## config.mk

```make
export PLATFORM = sky130hd
export DESIGN_NAME = ass_scan
export DESIGN_NICKNAME = d
export VERILOG_FILES = /design/src/verilog/ass_pkg.sv /design/src/verilog/ass_scan.sv
export SDC_FILE = /design/constraint.sdc
export NUM_CORES = 1
export LEC_CHECK = 0
export ABC_AREA = 1
export BUFFER_PORTS_ARGS = -buffer_cell sky130_fd_sc_hd__buf_2
export CELL_PAD_IN_SITES_DETAIL_PLACEMENT = 1
export CELL_PAD_IN_SITES_GLOBAL_PLACEMENT = 2
export CORE_MARGIN = 2
export CORE_UTILIZATION = 31
export DETAILED_ROUTE_END_ITERATION = 16
export GPL_TIMING_DRIVEN = 0
export MAX_ROUTING_LAYER = met4
export PLACE_DENSITY_LB_ADDON = 0.1
export RECOVER_POWER = 25
export SLEW_MARGIN = 10
export SYNTH_ARGS = -nofsm -noshare
export SYNTH_HDL_FRONTEND = slang
export SYNTH_SLANG_ARGS = --single-unit
```

## constraint.sdc

```tcl
create_clock -name mclk_i -period 2.4 [get_ports mclk_i]
set_input_delay 0.72 -clock mclk_i [delete_from_list [all_inputs] [get_ports mclk_i]]
set_output_delay 0.72 -clock mclk_i [all_outputs]
set_load 0.005 [all_outputs]
```

## src/verilog/ass_pkg.sv

```systemverilog
// Purpose: Constants for the converter scan sequencer
// Assumes: Avalon-MM byte-wide register slave
// Notes: Offsets are word indices of 32-bit words; byte address is four times the index
package ass_pkg;
	localparam logic [3:0] ASS_OFS_CTRL = 4'h0;
	localparam logic [3:0] ASS_OFS_CSEL = 4'h1;
	localparam logic [3:0] ASS_OFS_TIME = 4'h2;
	localparam logic [3:0] ASS_OFS_RES_BASE = 4'h8;
	localparam int ASS_BIT_DONE = 0;
	localparam int ASS_BIT_RUN = 1;
	localparam int ASS_BIT_MODE = 2;
	localparam logic [7:0] ASS_CTRL_RST = 8'h00;
	localparam logic [7:0] ASS_CSEL_RST = 8'h00;
	localparam logic [3:0] ASS_TIME_RST = 4'h0;
	localparam logic [7:0] ASS_RES_RST = 8'h00;
	localparam int ASS_NCH = 8;
	typedef enum logic [2:0] {
		ASS_IDLE = 3'b001,
		ASS_SAMP = 3'b010,
		ASS_CONV = 3'b100
	} ass_state_t;
endpackage : ass_pkg

```

## src/verilog/ass_scan.sv

```systemverilog
// Purpose: Eight-channel 8-bit converter scan sequencer with Avalon-MM registers
// Assumes: Analog core delivers a result on adc_data_i at end of conversion
// Notes: Word index n at byte address 4*n; data in low byte
// Functional notes
// - Eight channels, 8-bit results, one result register per channel.
// - Set select bit includes channel; clear bit skips it in both modes.
// - Result written only to the just-converted channel's register.
// - Writing one to run flag starts a scan if at least one channel is selected.
// - Single mode converts each selected channel once, then stops.
// - Single mode sets done flag when final selected channel completes.
// - Continuous mode cycles selected channels until stopped.
// - Continuous mode sets done flag after each full pass.
// - Control register starts, stops, reports completion, selects mode.
// - Hardware set of done flag beats a stale software write.
// - Only the low byte of a wider write is stored.
// - Upper read bytes read zero; only low byte carries data.
// - Unimplemented bits read zero here; software writes no ones.
// - Run flag stays set while busy; starts ignored; clearing aborts.
// - Mode bit one is continuous, zero single; sampled at start.
// - Done flag cleared only by software.
// - Four-bit timing setting picks conversion and sample clocks from a table.
//
// The register addresses and the Avalon-MM slave port are this design's own decisions.
`timescale 1ns/1ps
module ass_scan import ass_pkg::*; #(
	parameter int NCH = ASS_NCH
) (
	input wire logic mclk_i,
	input wire logic sys_rst_i,
	input wire logic clk_en_i,
	input wire logic [5:0] avs_address_i,
	input wire logic avs_read_i,
	input wire logic avs_write_i,
	input wire logic [31:0] avs_writedata_i,
	input wire logic [3:0] avs_byteenable_i,
	output logic [31:0] avs_readdata_o,
	output logic avs_waitrequest_o,
	output logic [7:0] adc_data_i_unused_o,
	input wire logic [7:0] adc_data_i,
	output logic [2:0] adc_chan_o,
	output logic adc_sample_o,
	output logic adc_convert_o,
	output logic done_o
);
	initial begin
		if (NCH != 8) $error("NCH must be 8");
	end

	logic [7:0] ctrl_q;
	logic [7:0] csel_q;
	logic [3:0] time_q;
	logic [7:0] res_q [NCH];
	logic [31:0] rdata_q;
	logic ack_q;
	ass_state_t st_q;
	logic [7:0] cnt_q;
	logic [2:0] ch_q;
	logic mode_q;
	logic [7:0] adc_s1_q;
	logic [7:0] adc_s2_q;
	logic [7:0] total_w;
	logic [7:0] samp_w;

	always_comb begin
		case (time_q)
			4'h0: begin total_w = 8'd70; samp_w = 8'd4; end
			4'h1: begin total_w = 8'd78; samp_w = 8'd6; end
			4'h2: begin total_w = 8'd82; samp_w = 8'd8; end
			4'h3: begin total_w = 8'd98; samp_w = 8'd8; end
			4'h4: begin total_w = 8'd102; samp_w = 8'd10; end
			4'h5: begin total_w = 8'd106; samp_w = 8'd12; end
			4'h6: begin total_w = 8'd118; samp_w = 8'd24; end
			4'h7: begin total_w = 8'd102; samp_w = 8'd14; end
			4'h8: begin total_w = 8'd126; samp_w = 8'd14; end
			4'h9: begin total_w = 8'd130; samp_w = 8'd16; end
			4'hA: begin total_w = 8'd134; samp_w = 8'd18; end
			4'hB: begin total_w = 8'd148; samp_w = 8'd32; end
			4'hC: begin total_w = 8'd138; samp_w = 8'd20; end
			4'hD: begin total_w = 8'd152; samp_w = 8'd20; end
			4'hE: begin total_w = 8'd172; samp_w = 8'd22; end
			default: begin total_w = 8'd176; samp_w = 8'd24; end
		endcase
	end

	// Bus decode, one wait cycle then acknowledge
	wire access_w = (avs_read_i | avs_write_i) & ~ack_q;
	wire [3:0] idx_w = avs_address_i[5:2];
	wire lane0_w = avs_byteenable_i[0];
	// Write lands on the acknowledge edge, while the request still stands
	wire wr_w = avs_write_i & ack_q & clk_en_i & lane0_w;
	wire wr_ctrl_w = wr_w & (idx_w == ASS_OFS_CTRL);
	wire wr_csel_w = wr_w & (idx_w == ASS_OFS_CSEL);
	wire wr_time_w = wr_w & (idx_w == ASS_OFS_TIME);
	wire [7:0] wbyte_w = avs_writedata_i[7:0];
	wire run_w = ctrl_q[ASS_BIT_RUN];
	// start on written one; ignored while running
	wire start_w = wr_ctrl_w & wbyte_w[ASS_BIT_RUN] & ~run_w;
	wire abort_w = wr_ctrl_w & ~wbyte_w[ASS_BIT_RUN] & run_w;
	wire conv_end_w = (st_q == ASS_CONV) & (cnt_q == 8'd1) & clk_en_i;

	// next selected channel above current, ascending
	logic [3:0] nxt_w;
	logic [3:0] first_w;
	always_comb begin
		nxt_w = 4'h8;
		first_w = 4'h8;
		for (int i = NCH - 1; i >= 0; i--) begin
			if (csel_q[i]) first_w = 4'(i);
			if (csel_q[i] && (i > int'(ch_q))) nxt_w = 4'(i);
		end
	end
	wire last_w = nxt_w[3];
	wire any_sel_w = ~first_w[3];
	wire pass_done_w = conv_end_w & last_w;

	logic [7:0] rd_byte_w;
	always_comb begin
		rd_byte_w = 8'h00;
		if (idx_w == ASS_OFS_CTRL) rd_byte_w = {5'b0, ctrl_q[2:0]};
		else if (idx_w == ASS_OFS_CSEL) rd_byte_w = csel_q;
		else if (idx_w == ASS_OFS_TIME) rd_byte_w = {4'b0, time_q};
		else if (idx_w >= ASS_OFS_RES_BASE) rd_byte_w = res_q[idx_w[2:0]];
	end

	always_ff @(posedge mclk_i) begin
		if (sys_rst_i) begin
			ack_q <= 1'b0;
			avs_waitrequest_o <= 1'b1;
			rdata_q <= 32'h0000_0000;
		end else if (clk_en_i) begin
			ack_q <= access_w;
			avs_waitrequest_o <= ~access_w;
			rdata_q <= {24'h00_0000, rd_byte_w};
		end
	end

	always_ff @(posedge mclk_i) begin
		if (sys_rst_i) begin
			ctrl_q <= ASS_CTRL_RST;
			csel_q <= ASS_CSEL_RST;
			time_q <= ASS_TIME_RST;
		end else if (clk_en_i) begin
			if (wr_ctrl_w) begin
				ctrl_q[ASS_BIT_MODE] <= wbyte_w[ASS_BIT_MODE];
				ctrl_q[ASS_BIT_DONE] <= wbyte_w[ASS_BIT_DONE];
				if (start_w && any_sel_w) ctrl_q[ASS_BIT_RUN] <= 1'b1;
				if (abort_w) ctrl_q[ASS_BIT_RUN] <= 1'b0;
			end
			if (pass_done_w) ctrl_q[ASS_BIT_DONE] <= 1'b1;
			// single mode stops, also when nothing is left selected
			if (pass_done_w && (!mode_q || !any_sel_w)) ctrl_q[ASS_BIT_RUN] <= 1'b0;
			if (wr_csel_w) csel_q <= wbyte_w;
			if (wr_time_w) time_q <= wbyte_w[3:0];
		end
	end

	// Result sample synchroniser
	always_ff @(posedge mclk_i) begin
		if (sys_rst_i) begin
			adc_s1_q <= 8'h00;
			adc_s2_q <= 8'h00;
		end else if (clk_en_i) begin
			adc_s1_q <= adc_data_i;
			adc_s2_q <= adc_s1_q;
		end
	end

	genvar g;
	generate
		for (g = 0; g < NCH; g++) begin : g_res
			always_ff @(posedge mclk_i) begin
				if (sys_rst_i) res_q[g] <= ASS_RES_RST;
				else if (conv_end_w && ch_q == 3'(g)) res_q[g] <= adc_s2_q;
			end
		end
	endgenerate

	always_ff @(posedge mclk_i) begin
		if (sys_rst_i) begin
			st_q <= ASS_IDLE;
			cnt_q <= 8'h00;
			ch_q <= 3'h0;
			mode_q <= 1'b0;
		end else if (clk_en_i) begin
			case (st_q)
				ASS_IDLE: begin
					if (start_w && any_sel_w) begin
						// mode taken from the start write
						mode_q <= wbyte_w[ASS_BIT_MODE];
						ch_q <= first_w[2:0];
						cnt_q <= samp_w;
						st_q <= ASS_SAMP;
					end
				end
				ASS_SAMP: begin
					if (abort_w) st_q <= ASS_IDLE;
					else if (cnt_q == 8'd1) begin
						cnt_q <= total_w - samp_w;
						st_q <= ASS_CONV;
					end else cnt_q <= cnt_q - 8'd1;
				end
				ASS_CONV: begin
					if (abort_w) st_q <= ASS_IDLE;
					else if (cnt_q == 8'd1) begin
						if (!last_w) begin
							ch_q <= nxt_w[2:0];
							cnt_q <= samp_w;
							st_q <= ASS_SAMP;
						end else if (mode_q && any_sel_w) begin
							ch_q <= first_w[2:0];
							cnt_q <= samp_w;
							st_q <= ASS_SAMP;
						end else st_q <= ASS_IDLE;
					end else cnt_q <= cnt_q - 8'd1;
				end
				default: st_q <= ASS_IDLE;
			endcase
		end
	end

	always_ff @(posedge mclk_i) begin
		if (sys_rst_i) begin
			adc_chan_o <= 3'h0;
			adc_sample_o <= 1'b0;
			adc_convert_o <= 1'b0;
			done_o <= 1'b0;
			adc_data_i_unused_o <= 8'h00;
		end else if (clk_en_i) begin
			adc_chan_o <= ch_q;
			adc_sample_o <= (st_q == ASS_SAMP);
			adc_convert_o <= (st_q == ASS_CONV);
			done_o <= ctrl_q[ASS_BIT_DONE];
			adc_data_i_unused_o <= adc_s2_q;
		end
	end

	assign avs_readdata_o = rdata_q;
	done_keep_a: assert property (@(posedge mclk_i) disable iff (sys_rst_i)
		clk_en_i && pass_done_w |=> ctrl_q[ASS_BIT_DONE])
		else $error("done flag lost");
	run_busy_a: assert property (@(posedge mclk_i) disable iff (sys_rst_i)
		st_q != ASS_IDLE && !abort_w |-> run_w)
		else $error("run flag low while busy");
	// channel 0 result update only on conversion end
	res_hold_a: assert property (@(posedge mclk_i) disable iff (sys_rst_i)
		!conv_end_w |=> $stable(res_q[0]))
		else $error("result changed without conversion");
	sel_only_a: assert property (@(posedge mclk_i) disable iff (sys_rst_i)
		st_q != ASS_SAMP ##1 st_q == ASS_SAMP && !$past(wr_csel_w) |-> csel_q[ch_q])
		else $error("unselected channel converted");
	single_stop_a: assert property (@(posedge mclk_i) disable iff (sys_rst_i)
		clk_en_i && pass_done_w && !mode_q |=> !run_w)
		else $error("single scan did not stop");
	done_sticky_a: assert property (@(posedge mclk_i) disable iff (sys_rst_i)
		ctrl_q[ASS_BIT_DONE] && !wr_ctrl_w |=> ctrl_q[ASS_BIT_DONE])
		else $error("done cleared by hardware");
	samp_len_a: assert property (@(posedge mclk_i) disable iff (sys_rst_i)
		st_q == ASS_IDLE ##1 st_q == ASS_SAMP |-> cnt_q == $past(samp_w))
		else $error("sample count wrong");
	cont_run_a: assert property (@(posedge mclk_i) disable iff (sys_rst_i)
		clk_en_i && pass_done_w && mode_q && !abort_w |=> st_q == ASS_SAMP)
		else $error("continuous scan halted");
endmodule : ass_scan

```

==> flow_summary_export.csv <==
group,metric,value,unit
outcome,status,"complete, no violations",
yosys,async_reset_ff_share,0,%
cells_and_area,drive_gt1_share,15.3,%
yosys,synth_edf_count,64,
routing,vias_per_cell,4.67,
yosys,synth_top_area_cell,"edfxtp_1",
yosys,synth_top_area_share,26.5,%
yosys,synth-warning-count,0,
clocking,ctsHtreeMaxLevel,4,
cells_and_area,syn2layout_area_growth,18.3,%
global_route,grt_usage,20.1,%
job,cap_violations,0,
clocking,cts_hold_buf,0,
cells_and_area,fillCellCount,2755,
yosys,synth_cell_types,43,
routing,drc,0,
critical_path,cpLargestDelayFamily,"simple AND/OR/NAND/NOR gates",
routing,wl_per_cell,17.4,um
sta,relSlewSlack,56.7,%
die,core,0.0228,sq mm
power_and_ir_drop,power,6.00,mW
global_route,antenna_found_initial,0,
global_route,grt_pass1_vias,6217,
global_route,grt-ovfl-total,0,
power_and_ir_drop,clock_power_share,44.2,%
sta,worst_pin_slew,0.650,ns
routing,first_iter_violations,282,
sta,max_freq,0.451,GHz
clocking,cts_tree,"built",
place,dp_hpwl,17100,um
place,place_area,0.00798,sq mm
die,dieArea,0.0246,sq mm
yosys,synth_area_per_cell,8.09,sq um
critical_path,crit_fanout,7,
yosys,synth_common_cells,"158 x nand2_1, 158 x nor2_1, 82 x dfxtp_1",
sta,setup-violations-final,0,
yosys,synth_ff_type,"dfxtp_1",
place,dp_cells,1279,
clocking,cts.path.max_buffers,2,
clocking,clkTransAtPathRegs,0.07,ns
critical_path,cp.required,2.75,ns
clocking,clock_latency,0.43,ns
power_and_ir_drop,combPwrFrac,10.3,%
yosys,ys_seq_area_share,49.1,%
routing,num_vias,6140,
hold_path,hold_class,"reg -> reg",
die,num_rows,55,
power_and_ir_drop,p_leak,3.57,nW
die,top_level_ports,102,
critical_path,cpPeakStageDelay,0.24,ns
cells_and_area,final_util,37.7,%
clocking,ctsRootBufferMaster,"clkbuf_16",
place,numPortBuffers,46,
die,die_w,157,um
cells_and_area,num_antenna_cells,0,
sta,tns,0,ns
power_and_ir_drop,seqPwrFrac,45.5,%
yosys,syn_inst,897,
power_and_ir_drop,p_per_area,700,mW/mm^2
sta,drv_slew,0,
sta,whs,0.467,ns
sta,fin_crit_sh,92.5,%
routing,drt_wl_total,22800,um
die,initial_core_util,31.9,%
place,pre_cts_slack,-0.566,ns
global_route,grt_pass1_wl,36000,um
cells_and_area,nets,1059,
critical_path,criticalPathCategory,"in -> reg",
critical_path,path_buf_inv,3,
power_and_ir_drop,irDropWorstVdd,0.419,mV
sta,min_period,2.22,ns
critical_path,slowest_stage,"nor2_4",
power_and_ir_drop,p_int,4.33,mW
sta,finalHoldViolCount,0,
global_route,grt_max_degree,17,
routing,ant_nets,0,
sta,grt_setup_unrepaired,"false",
clocking,clock_sinks,146,
critical_path,end_kind,"register",
yosys,syn_area,0.00726,sq mm
yosys,ys_ff_latch,146,
cells_and_area,stdcell_count,1315,
sta,clock_skew,0.00914,ns
sta,setup_ws,0.181,ns
routing,firstDrtPassIters,5,
cells_and_area,fin_area,0.00858,sq mm
critical_path,crit_path_cell_trace,"buf_2 -> nor2_4 -> nand3_2 -> nor2_4 -> inv_2 -> nor2_1 -> nor3_4 -> buf_4 -> ha_1 -> o21ai_0 -> nand2_1 -> nand2_1",
yosys,synth_area_leaders,"edfxtp_1 26%, dfxtp_1 23%, nand2_1 8.2%",
power_and_ir_drop,p_switching,1.67,mW
power_and_ir_drop,p_sw_share,27.9,%
clocking,cts_buffers,17,
place,gp_congestion,0.784,
die,fp.dieH,157,um
critical_path,start_kind,"input pin",
critical_path,cp.arrival,2.57,ns
-- layout by cell type, fill, tap and decap left out, types with 2 or more instances in the layout --
master,n
buf_1,4
clkinvlp_4,3
inv_2,8
conb_1,24
ha_1,13
edfxtp_1,64
nor2_4,7
a31oi_1,2
inv_6,4
a21oi_1,72
nor3_1,5
buf_6,2
clkinv_1,10
inv_8,3
nor2_2,15
o211ai_1,18
xor2_1,5
o21ai_0,74
a211oi_1,2
nand2_2,5
clkbuf_1,25
o21ai_1,3
nand4_1,17
o22ai_1,2
clkinv_4,2
nand3_2,3
buf_2,41
buf_4,30
nor2_1,157
inv_1,58
nor3_4,3
nand2_1,158
clkbuf_16,17
nand3_1,48
dfxtp_1,82
-- power by group through the flow --
stage	logic [mW]	clock network, mW	registers [mW]
2_1_floorplan	0.405	0	2.78
3_3_place_gp	0.621	0	2.78
3_5_place_dp	0.622	0	2.79
4_1_cts	0.626	2.71	2.73
5_1_grt	0.699	2.81	2.74
6_report	0.619	2.65	2.73
-- registers in the layout, indices dropped and copies added, names as in the netlist, 3 cells and up --
| register | flops |
|---|---|
| ctrl_q | 3 |
| cnt_q | 8 |
| samp_w | 5 |
| adc_data_i_unused_o | 8 |
| csel_q | 8 |
| adc_s1_q | 8 |
| ch_q | 3 |
| st_q | 3 |
| res_q | 64 |
| avs_readdata_o | 8 |
| total_w | 7 |
| adc_s2_q | 8 |
| adc_chan_o | 3 |
| time_q | 4 |
-- cell type report --
cell class	count	area [sq um]	share of cell area, %
buffer	53	317	3.69
sequential	146	3560	41.5
tap	313	392	4.56
multi-input combinational	645	3200	37.3
clock buffer	17	425	4.96
inverter	76	289	3.37
timing repair buffer	50	250	2.92
clock inverter	15	146	1.71
-- tightest hold or removal path, stage by stage (launching register included) --
cell,delay (ns)
dfxtp_1,0.31
nand2_1,0.06
a21oi_1,0.05
-- cell families after synthesis --
family,Yosys count,share of synthesized area (%)
AOI/OAI and AO/OA,176,13.1
buffers and inverters,129,8.28
DFF,146,49.1
and+or+nand+nor,424,26.0
other,1,0.0517
xor gates and xnor gates,6,0.724
adders and majority gates,15,2.69
-- path summary, 6_finish.rpt --
path / from / endpoint / slack (ns) / cells past startpoint
max: avs_address_i[4] / total_w[2] / 0.18 / 12
min: st_q[1] / st_q[1] / 0.47 / 2
max reg2reg: cnt_q[1] / res_q[4][1] / 0.24 / 8
min reg2reg: st_q[1] / st_q[1] / 0.47 / 2
-- metal layers --
layer / GRT usage, % / share of wire (%) / vias to the layer above
met5: - / 0 / -
met2: 29.4 / 43 / 114
met1: 29.3 / 53 / 2873
met4: 4.24 / 0.79 / 0
li1: - / - / 3138
met3: 3.11 / 3.6 / 15
-- timing repair --
action                                  4_1_cts  5_1_grt
pin swaps                                     0        3
endpoints found under the setup margin       33       11
buffers inserted                              1        3
resized for setup                             1        3
endpoints found under the hold margin         0        0
Power figures use the tool's default switching activity.
